File: config.mk
export PLATFORM = sky130hd
export DESIGN_NAME = bfp_top
export DESIGN_NICKNAME = d
export VERILOG_FILES = /design/src/bfp_pkg.sv /design/src/bfp_log_if.sv /design/src/bfp_log_mem.sv /design/src/bfp_top.sv
export VERILOG_INCLUDE_DIRS = /design/src /design/src/src
export SDC_FILE = /design/constraint.sdc
export NUM_CORES = 2
export LEC_CHECK = 0
export BUFFER_PORTS_ARGS = -buffer_cell sky130_fd_sc_hd__buf_4
export CAP_MARGIN = 25
export CORE_ASPECT_RATIO = 0.9
export CORE_MARGIN = 4
export CORE_UTILIZATION = 30
export DETAILED_ROUTE_END_ITERATION = 8
export HOLD_SLACK_MARGIN = 0.03
export MAX_ROUTING_LAYER = met4
export SYNTH_ARGS = -nofsm -noshare
export SYNTH_HDL_FRONTEND = slang
export SYNTH_SLANG_ARGS = --single-unit
File: constraint.sdc
create_clock -name ref_clk_i -period 13.3 [get_ports ref_clk_i]
set_clock_uncertainty 0.1 [all_clocks]
set_input_delay 1.33 -clock ref_clk_i [delete_from_list [all_inputs] [get_ports ref_clk_i]]
set_output_delay 1.33 -clock ref_clk_i [all_outputs]
set_load 0.02 [all_outputs]
File: src/bfp_regs.svh
// Constants of the breaker failure supervision block
`ifndef BFP_REGS_SVH
`define BFP_REGS_SVH

// Timing
`define BFP_CLK_NS          10
`define BFP_STEP_MS         5
`define BFP_FAIL_DLY_MS     200
`define BFP_RETRIP_DLY_MS   100
`define BFP_NS_PER_MS       1000000

// Reset values of the settings
`define BFP_RETRIP_EN_RST   1'b1
`define BFP_EVT_EN_RST      8'hFF

// Operation log
`define BFP_LOG_DEPTH       12
`define BFP_LOG_LAST        4'hB

// Condition codes
`define BFP_COND_NORMAL     3'h0
`define BFP_COND_START      3'h1
`define BFP_COND_RETRIP     3'h2
`define BFP_COND_FAIL       3'h3
`define BFP_COND_BLOCKED    3'h4

`endif

File: src/bfp_pkg.sv
// Types shared by the breaker failure supervision block
package bfp_pkg;

   // Start criterion selection
   typedef enum logic [1:0] {
      BFP_CRIT_CURRENT,
      BFP_CRIT_CUR_AND_TRIP,
      BFP_CRIT_CUR_OR_TRIP,
      BFP_CRIT_DIG_IN
   } bfp_crit_e;

   // Monitored signals, in event index order
   typedef enum logic [2:0] {
      BFP_SIG_START,
      BFP_SIG_RETRIP,
      BFP_SIG_FAIL,
      BFP_SIG_BLOCK,
      BFP_SIG_TRIP_MON,
      BFP_SIG_INPUT,
      BFP_SIG_PHASE,
      BFP_SIG_RESID
   } bfp_sig_e;

   // One operation log entry
   typedef struct packed {
      logic [63:0] stamp;
      logic [3:0]  event_code;
      logic [15:0] phase_max;
      logic [15:0] resid;
      logic [18:0] to_retrip;
      logic [18:0] to_fail;
      logic [2:0]  setting_group;
   } bfp_log_entry_s;

endpackage : bfp_pkg

File: src/bfp_log_if.sv
// Write and read path between the control logic and the log memory
interface bfp_log_if;
   logic                    wr_en;
   logic [3:0]              wr_addr;
   bfp_pkg::bfp_log_entry_s wr_data;
   logic [3:0]              rd_addr;
   bfp_pkg::bfp_log_entry_s rd_data;

   modport ctrl (output wr_en, output wr_addr, output wr_data,
                 output rd_addr, input rd_data);
   modport mem  (input wr_en, input wr_addr, input wr_data,
                 input rd_addr, output rd_data);
endinterface : bfp_log_if

File: src/bfp_log_mem.sv
// Twelve-entry operation log storage with registered read data
`include "bfp_regs.svh"

module bfp_log_mem (
   // Clock and reset
   input  wire logic ref_clk_i,
   input  wire logic rst_n_i,
   // Log path
   bfp_log_if.mem    bus
);

   bfp_pkg::bfp_log_entry_s mem_r [`BFP_LOG_DEPTH];

   // Write port; slots past the last are never addressed
   always_ff @(posedge ref_clk_i) begin
      if (bus.wr_en) begin
         mem_r[bus.wr_addr] <= bus.wr_data;
      end
   end

   // Registered read, zero for an out-of-range slot
   always_ff @(posedge ref_clk_i or negedge rst_n_i) begin
      if (!rst_n_i) begin
         bus.rd_data <= '0;
      end else if (bus.rd_addr <= `BFP_LOG_LAST) begin
         bus.rd_data <= mem_r[bus.rd_addr];
      end else begin
         bus.rd_data <= '0;
      end
   end

endmodule : bfp_log_mem

File: src/bfp_top.sv
// Breaker failure supervision: timers, outputs, events and log
`include "bfp_regs.svh"

module bfp_top #(
   parameter int DLY_W       = 19,
   parameter int TICK_CYCLES =
      (`BFP_STEP_MS * `BFP_NS_PER_MS) / `BFP_CLK_NS
) (
   // Clock and reset
   input  wire logic               ref_clk_i,
   input  wire logic               rstn_i,
   // Settings
   input  wire logic [1:0]         criterion_i,
   input  wire logic               cur_sup_en_i,
   input  wire logic               do_sup_en_i,
   input  wire logic               cfg_wr_i,
   input  wire logic               retrip_en_i,
   input  wire logic [DLY_W-1:0]   fail_dly_i,
   input  wire logic [DLY_W-1:0]   redundant_trip_delay_i,
   input  wire logic [7:0]         evt_on_en_i,
   input  wire logic [7:0]         evt_off_en_i,
   // Measurement and process data
   input  wire logic               phase_over_i,
   input  wire logic               resid_over_i,
   input  wire logic [15:0]        phase_max_i,
   input  wire logic [15:0]        resid_cur_i,
   input  wire logic [2:0]         setting_group_i,
   input  wire logic [63:0]        time_stamp_i,
   // Trip and block sources
   input  wire logic               trip_cur_i,
   input  wire logic               trip_any_i,
   input  wire logic               block_i,
   input  wire logic               dig_trip_i,
   // Protection outputs
   output logic                    start_o,
   output logic                    redundant_trip_o,
   output logic                    breaker_fail_command_o,
   output logic                    blocked_o,
   output logic [2:0]              condition_o,
   // Event stream to the main buffer
   output logic                    evt_valid_o,
   output logic [3:0]              evt_code_o,
   output logic [63:0]             evt_stamp_o,
   output logic [15:0]             evt_phase_o,
   output logic [15:0]             evt_resid_o,
   // Operation log
   input  wire logic [3:0]         log_rd_slot_i,
   output bfp_pkg::bfp_log_entry_s log_rd_data_o,
   output logic [3:0]              log_head_o,
   output logic [3:0]              log_count_o
);

   localparam int TICK_W = $clog2(TICK_CYCLES + 1);
   localparam logic [DLY_W-1:0] FAIL_DEF =
      DLY_W'(`BFP_FAIL_DLY_MS / `BFP_STEP_MS);
   localparam logic [DLY_W-1:0] RETRIP_DEF =
      DLY_W'(`BFP_RETRIP_DLY_MS / `BFP_STEP_MS);
   localparam logic [TICK_W-1:0] TICK_LAST = TICK_W'(TICK_CYCLES - 1);

   // Remaining steps until a delay runs out
   function automatic logic [DLY_W-1:0] remain(
      input logic [DLY_W-1:0] dly, input logic [DLY_W-1:0] cnt);
      return (cnt >= dly) ? '0 : DLY_W'(dly - cnt);
   endfunction : remain

   // Lowest pending bit: {found, index}
   function automatic logic [4:0] first_set(input logic [15:0] v);
      logic [4:0] r;
      r = 5'h00;
      for (int i = 15; i >= 0; i--) begin
         if (v[i]) begin
            r = {1'b1, 4'(i)};
         end
      end
      return r;
   endfunction : first_set

   ////////////////////////////////////////////////////////////////////
   // Reset release and input synchronisation

   logic rst_s1_r, rst_n;
   logic dig_s1_r, dig_s2_r;

   // Reset is released through two flops
   always_ff @(posedge ref_clk_i or negedge rstn_i) begin
      if (!rstn_i) begin
         rst_s1_r <= 1'b0;
         rst_n    <= 1'b0;
      end else begin
         rst_s1_r <= 1'b1;
         rst_n    <= rst_s1_r;
      end
   end

   // External trip pin is asynchronous to this clock
   always_ff @(posedge ref_clk_i or negedge rst_n) begin
      if (!rst_n) begin
         dig_s1_r <= 1'b0;
         dig_s2_r <= 1'b0;
      end else begin
         dig_s1_r <= dig_trip_i;
         dig_s2_r <= dig_s1_r;
      end
   end

   ////////////////////////////////////////////////////////////////////
   // Settings and processing tick

   logic [DLY_W-1:0]  fail_dly_r, retrip_dly_r;
   logic              retrip_en_r;
   logic [TICK_W-1:0] tick_cnt_r;
   logic              tick_r;

   // Delays load on a write strobe, documented defaults at reset
   always_ff @(posedge ref_clk_i or negedge rst_n) begin
      if (!rst_n) begin
         fail_dly_r   <= FAIL_DEF;
         retrip_dly_r <= RETRIP_DEF;
         retrip_en_r  <= `BFP_RETRIP_EN_RST;
      end else if (cfg_wr_i) begin
         fail_dly_r   <= fail_dly_i;
         retrip_dly_r <= redundant_trip_delay_i;
         retrip_en_r  <= retrip_en_i;
      end
   end

   // One tick per 5 ms step shared by both timers
   always_ff @(posedge ref_clk_i or negedge rst_n) begin
      if (!rst_n) begin
         tick_cnt_r <= '0;
         tick_r     <= 1'b0;
      end else begin
         tick_r     <= (tick_cnt_r == TICK_LAST);
         tick_cnt_r <= (tick_cnt_r == TICK_LAST) ? '0
                       : TICK_W'(tick_cnt_r + 1'b1);
      end
   end

   ////////////////////////////////////////////////////////////////////
   // Start criteria

   bfp_pkg::bfp_crit_e crit;
   logic cur_above, trip_mon, pick, run, timer_run;

   assign crit      = bfp_pkg::bfp_crit_e'(criterion_i);
   assign cur_above = phase_over_i | resid_over_i;
   // And mode sees only current-based trips, others see every trip
   assign trip_mon  = (crit == bfp_pkg::BFP_CRIT_CUR_AND_TRIP)
                      ? trip_cur_i : trip_any_i;
   // Pick-up element per criterion
   assign pick = (crit == bfp_pkg::BFP_CRIT_DIG_IN) ? dig_s2_r
               : (crit == bfp_pkg::BFP_CRIT_CUR_OR_TRIP)
                 ? (cur_above | trip_mon)
               : cur_above;
   // Condition that lets the timers run
   assign run  = (crit == bfp_pkg::BFP_CRIT_CURRENT) ? cur_above
               : (crit == bfp_pkg::BFP_CRIT_CUR_AND_TRIP)
                 ? (cur_above & trip_mon)
               : (crit == bfp_pkg::BFP_CRIT_CUR_OR_TRIP)
                 ? (cur_above | trip_mon)
               : (dig_s2_r & (~cur_sup_en_i | cur_above)
                  & (~do_sup_en_i | trip_mon));
   // A block stops all timing and releases an active start
   assign timer_run = run & ~block_i;

   ////////////////////////////////////////////////////////////////////
   // Delay timer and protection outputs

   logic [DLY_W-1:0] cnt_r, cnt_nxt;
   logic start_r, retrip_r, fail_r, blocked_r;
   logic [2:0] cond_r, cond_nxt;

   // One elapsed-step counter serves both delays, so they share pick-up
   assign cnt_nxt = !timer_run ? '0
                  : (tick_r && !(&cnt_r)) ? DLY_W'(cnt_r + 1'b1)
                  : cnt_r;

   assign cond_nxt = (pick & block_i)           ? `BFP_COND_BLOCKED
                   : (timer_run && cnt_r >= fail_dly_r) ? `BFP_COND_FAIL
                   : (timer_run && retrip_en_r && cnt_r >= retrip_dly_r)
                                                ? `BFP_COND_RETRIP
                   : (pick & ~block_i)          ? `BFP_COND_START
                   : `BFP_COND_NORMAL;

   // Outputs are registered from the same cycle's decisions
   always_ff @(posedge ref_clk_i or negedge rst_n) begin
      if (!rst_n) begin
         cnt_r     <= '0;
         start_r   <= 1'b0;
         retrip_r  <= 1'b0;
         fail_r    <= 1'b0;
         blocked_r <= 1'b0;
         cond_r    <= `BFP_COND_NORMAL;
      end else begin
         cnt_r     <= cnt_nxt;
         start_r   <= pick & ~block_i;
         blocked_r <= pick & block_i;
         retrip_r  <= timer_run & retrip_en_r
                      & (cnt_r >= retrip_dly_r);
         fail_r    <= timer_run & (cnt_r >= fail_dly_r);
         cond_r    <= cond_nxt;
      end
   end

   assign start_o                = start_r;
   assign redundant_trip_o       = retrip_r;
   assign breaker_fail_command_o = fail_r;
   assign blocked_o              = blocked_r;
   assign condition_o            = cond_r;

   ////////////////////////////////////////////////////////////////////
   // Events

   logic [7:0]  sig_now, sig_prev_r, rise, fall;
   logic [15:0] evt_set, log_set, evt_pend_r, log_pend_r;
   logic [4:0]  evt_pick, log_pick;
   logic [15:0] evt_clr, log_clr;

   assign sig_now = {resid_over_i, phase_over_i, dig_s2_r, trip_mon,
                     blocked_r, fail_r, retrip_r, start_r};
   assign rise    = sig_now & ~sig_prev_r;
   assign fall    = ~sig_now & sig_prev_r;

   // Even bit is ON, odd bit OFF; log wants every ON edge
   always_comb begin
      for (int k = 0; k < 8; k++) begin
         evt_set[2*k]   = rise[k] & evt_on_en_i[k];
         evt_set[2*k+1] = fall[k] & evt_off_en_i[k];
         log_set[2*k]   = rise[k];
         log_set[2*k+1] = 1'b0;
      end
   end

   // Several edges may coincide, so they queue and drain one per cycle
   assign evt_pick = first_set(evt_pend_r);
   assign log_pick = first_set(log_pend_r);
   assign evt_clr  = evt_pick[4] ? (16'h0001 << evt_pick[3:0]) : '0;
   assign log_clr  = log_pick[4] ? (16'h0001 << log_pick[3:0]) : '0;

   // New edges win over the clear of the bit just served
   always_ff @(posedge ref_clk_i or negedge rst_n) begin
      if (!rst_n) begin
         sig_prev_r <= '0;
         evt_pend_r <= '0;
         log_pend_r <= '0;
      end else begin
         sig_prev_r <= sig_now;
         evt_pend_r <= (evt_pend_r & ~evt_clr) | evt_set;
         log_pend_r <= (log_pend_r & ~log_clr) | log_set;
      end
   end

   // Served event leaves with stamp and process data
   always_ff @(posedge ref_clk_i or negedge rst_n) begin
      if (!rst_n) begin
         evt_valid_o <= 1'b0;
         evt_code_o  <= '0;
         evt_stamp_o <= '0;
         evt_phase_o <= '0;
         evt_resid_o <= '0;
      end else begin
         evt_valid_o <= evt_pick[4];
         evt_code_o  <= evt_pick[3:0];
         evt_stamp_o <= time_stamp_i;
         evt_phase_o <= phase_max_i;
         evt_resid_o <= resid_cur_i;
      end
   end

   ////////////////////////////////////////////////////////////////////
   // Operation log

   bfp_log_if log_bus ();
   logic [3:0] head_r, count_r;

   assign log_bus.wr_en   = log_pick[4];
   assign log_bus.wr_addr = head_r;
   assign log_bus.rd_addr = log_rd_slot_i;
   assign log_bus.wr_data = '{stamp:         time_stamp_i,
                              event_code:    log_pick[3:0],
                              phase_max:     phase_max_i,
                              resid:         resid_cur_i,
                              to_retrip:     remain(retrip_dly_r, cnt_r),
                              to_fail:       remain(fail_dly_r, cnt_r),
                              setting_group: setting_group_i};

   // Head wraps after the last slot, overwriting the oldest entry
   always_ff @(posedge ref_clk_i or negedge rst_n) begin
      if (!rst_n) begin
         head_r  <= '0;
         count_r <= '0;
      end else if (log_pick[4]) begin
         head_r  <= (head_r == `BFP_LOG_LAST) ? '0
                    : 4'(head_r + 1'b1);
         count_r <= (count_r == 4'(`BFP_LOG_DEPTH)) ? count_r
                    : 4'(count_r + 1'b1);
      end
   end

   bfp_log_mem u_log_mem (
      .ref_clk_i (ref_clk_i),
      .rst_n_i   (rst_n),
      .bus       (log_bus)
   );

   assign log_rd_data_o = log_bus.rd_data;
   assign log_head_o    = head_r;
   assign log_count_o   = count_r;
endmodule : bfp_top

==> flow_metrics.tcl <==
set metrics [dict create \
    cp_slowest_stage_delay_ns 0.75 \
    ctsResizeCount 0 \
    cts_root_buf "clkbuf_16" \
    core_um2 257000 \
    yosys.area.top_type "edfxtp_1" \
    cts_max_level 4 \
    critPathLaunch "log_pend_r[0]$_DFF_PN0_" \
    antenna_found_initial 8 \
    synth_seq_cells 2070 \
    post-route-min-period_ns 4.32 \
    clkLatencyLatePin_ns 0.86 \
    layout_common_cells "edfxtp_1 (1692), buf_4 (495), mux4_2 (423)" \
    synth_nets 4002 \
    worstPathCellList "nor4_2, and2_1, a21oi_1, nor2b_1, and2_4, buf_4, buf_4" \
    final_common_cell "edfxtp_1" \
    path_depth 7 \
    syn_area_um2 77700 \
    cts_setup_buffers 0 \
    fp-row-count 176 \
    avgSynthCellArea_um2 20.5 \
    p_leak_nw 32.0 \
    required_ns 13.65 \
    postCtsHoldBufs 0 \
    start_util 0.303 \
    grt_first_pass_wirelength_um 278000 \
    numPortBuffers 427 \
    cts_buffer_depth 4 \
    wl_um 190000 \
    wl_per_cell_um 24.0 \
    yosysUniqueCellTypes 75 \
    clkSinkCount 2070 \
    area_growth_pct 19.2 \
    drc 0 \
    cp-endpoint "u_log_mem.mem_r[2][66]$_DFFE_PP_" \
    cts_tree "yes" \
    ys_warn_count 0 \
    drt_iter0_drc 3504 \
    slew_headroom 0.258 \
    critPathBufInv 2 \
    final_max_slew_viol_count 0 \
    synthArstFlopShare 0.183 \
    vdd_ir_drop_max_v 0.000102 \
    slowest_stage "buf_4" \
    finalSetupViolCount 0 \
    ant_nets 0 \
    rsz0062_at_grt "false" \
    die_x_um 544 \
    rr_endpoint "u_log_mem.mem_r[2][66]$_DFFE_PP_" \
    worstMarginPinSlew_ns 1.11 \
    ios 428 \
    grtUsageTotal 0.144 \
    crit_type "reg -> reg" \
    finalCritPeriodShare 0.324 \
    power_density_nw_per_um2 157 \
    clkTransAtPathRegs_ns 0.06 \
    status "finished, final reports clean" \
    via_count 38400 \
    rrSetupSlack_ns 8.98 \
    hp-class "reg -> async" \
    end_kind "flop" \
    die_area_um2 267000 \
    grt_pass1_vias 40000 \
    drv_cap 0 \
    yosysSeqAreaShare 0.776 \
    hold_slack_ns 0.143 \
    reg2regPathDepth 7 \
    synth_top_cell_area_share 0.654 \
    synth_edf_count 1692 \
    crit_fanout 37 \
    dp_hpwl_um 105000 \
    yosys_most_used_dff "edfxtp_1" \
    first_pass_iters 5 \
    place.gp.congestion 0.792 \
    crit_family "buffers and inverters" \
    crit_arrival_ns 4.67 \
    overflow 0 \
    cts_buffers 217 \
    dieHeight_um 491 \
    synth_area_leaders "edfxtp_1 (65%), mux4_2 (12%), dfrtp_1 (12%), mux2i_1 (1.8%), o21ai_0 (1.2%)" \
    r2r-start "log_pend_r[0]$_DFF_PN0_" \
    postSynthCellCount 3783 \
    layout-drive-gt1-share 0.297 \
    critPathMostFrequentCell "buf_4" \
    grt_max_degree 106 \
    final-hold-violation-count 0 \
    finalNetCount 4576 \
    fmax_mhz 232 \
    avgViaCountPerCell 4.85 \
    cp-start-kind "flop" \
    tns_ns 0 \
]
[layout make-up]
type | count | area, um2
clock inverter | 116 | 1360
multi-input combinational | 1486 | 16600
antenna | 4 | 10.0
sequential | 2070 | 60300
inverter | 68 | 255
timing repair buffer | 514 | 4030
tap | 3382 | 4230
clock buffer | 281 | 5860
fill | 23600 | 164000
[power breakdown]
| group | switching, W | leakage, nW | internal [W] | total (W) |
|---|---|---|---|---|
| logic | 0.000650 | 8.34 | 0.000402 | 0.00105 |
| registers | 0.0000920 | 20.1 | 0.00726 | 0.00735 |
| clock network | 0.00253 | 3.53 | 0.00360 | 0.00613 |
[worst min-delay path by stage]
stage	start	end	cells after the start
floorplan	dig_s1_r$_DFF_PN0_	dig_s2_r$_DFF_PN0_	0
global placement	rst_n$_DFF_PN0_	condition_o[0]$_DFF_PN0_	0
detailed placement	rst_n$_DFF_PN0_	condition_o[0]$_DFF_PN0_	0
CTS	rstn_i	rst_n$_DFF_PN0_	1
global route	rstn_i	rst_n$_DFF_PN0_	1
finish	rst_n$_DFF_PN0_	breaker_fail_command_o$_DFF_PN0_	0
[stage by stage]
stage	cells	cell area [um2]	worst slack, ns	power [W]	util
2_1_floorplan	3783	77700	1.80	0.00806	-
3_3_place_gp	7504	85200	8.32	0.00851	0.332
3_5_place_dp	7509	85200	8.26	0.00854	0.332
4_1_cts	7906	92500	8.94	0.0147	0.360
5_1_grt	7918	92600	8.73	0.0151	0.361
6_report	7921	92600	8.98	0.0145	0.361
[state kept, by name, summed over array words and instances, names as in the netlist, 16 cells and up]
signal,cells
u_log_mem.mem_r,1692
u_log_mem.bus.rd_data,141
evt_stamp_o,64
cnt_r,19
fail_dly_r,19
retrip_dly_r,19
tick_cnt_r,19
evt_pend_r,16
evt_phase_o,16
evt_resid_o,16
log_pend_r,16
[synth_stat cells, types with 17 or more instances]
master and count:
edfxtp_1 1692, mux4_2 423, dfrtp_1 373, nand2_1 206
o21ai_0 189, mux2i_1 143, nor2_1 103, clkbuf_1 91
inv_1 68, buf_2 47, ha_1 46, xnor2_1 40
mux2_2 39, a21oi_1 38, nor3_1 30, nand3_1 28
buf_1 18, and3_1 17
[logic make-up after synthesis]
group | Yosys count | share of synthesized area
compound gates | 320 | 0.0249
xor+xnor | 55 | 0.00620
fa+ha+maj | 48 | 0.00792
buf+inv | 227 | 0.0119
flops | 2070 | 0.776
mux | 605 | 0.147
other cells | 1 | 0.0000483
simple gates | 457 | 0.0267
[layer usage]
layer | GRT usage | vias to the layer above | routed length [um]
met5 | - | - | 0
met4 | 0.0290 | 0 | 3460
met3 | 0.0277 | 266 | 11700
met2 | 0.221 | 1153 | 88700
met1 | 0.200 | 20700 | 86300
li1 | - | 16300 | -
Power figures use the tool's default switching activity.
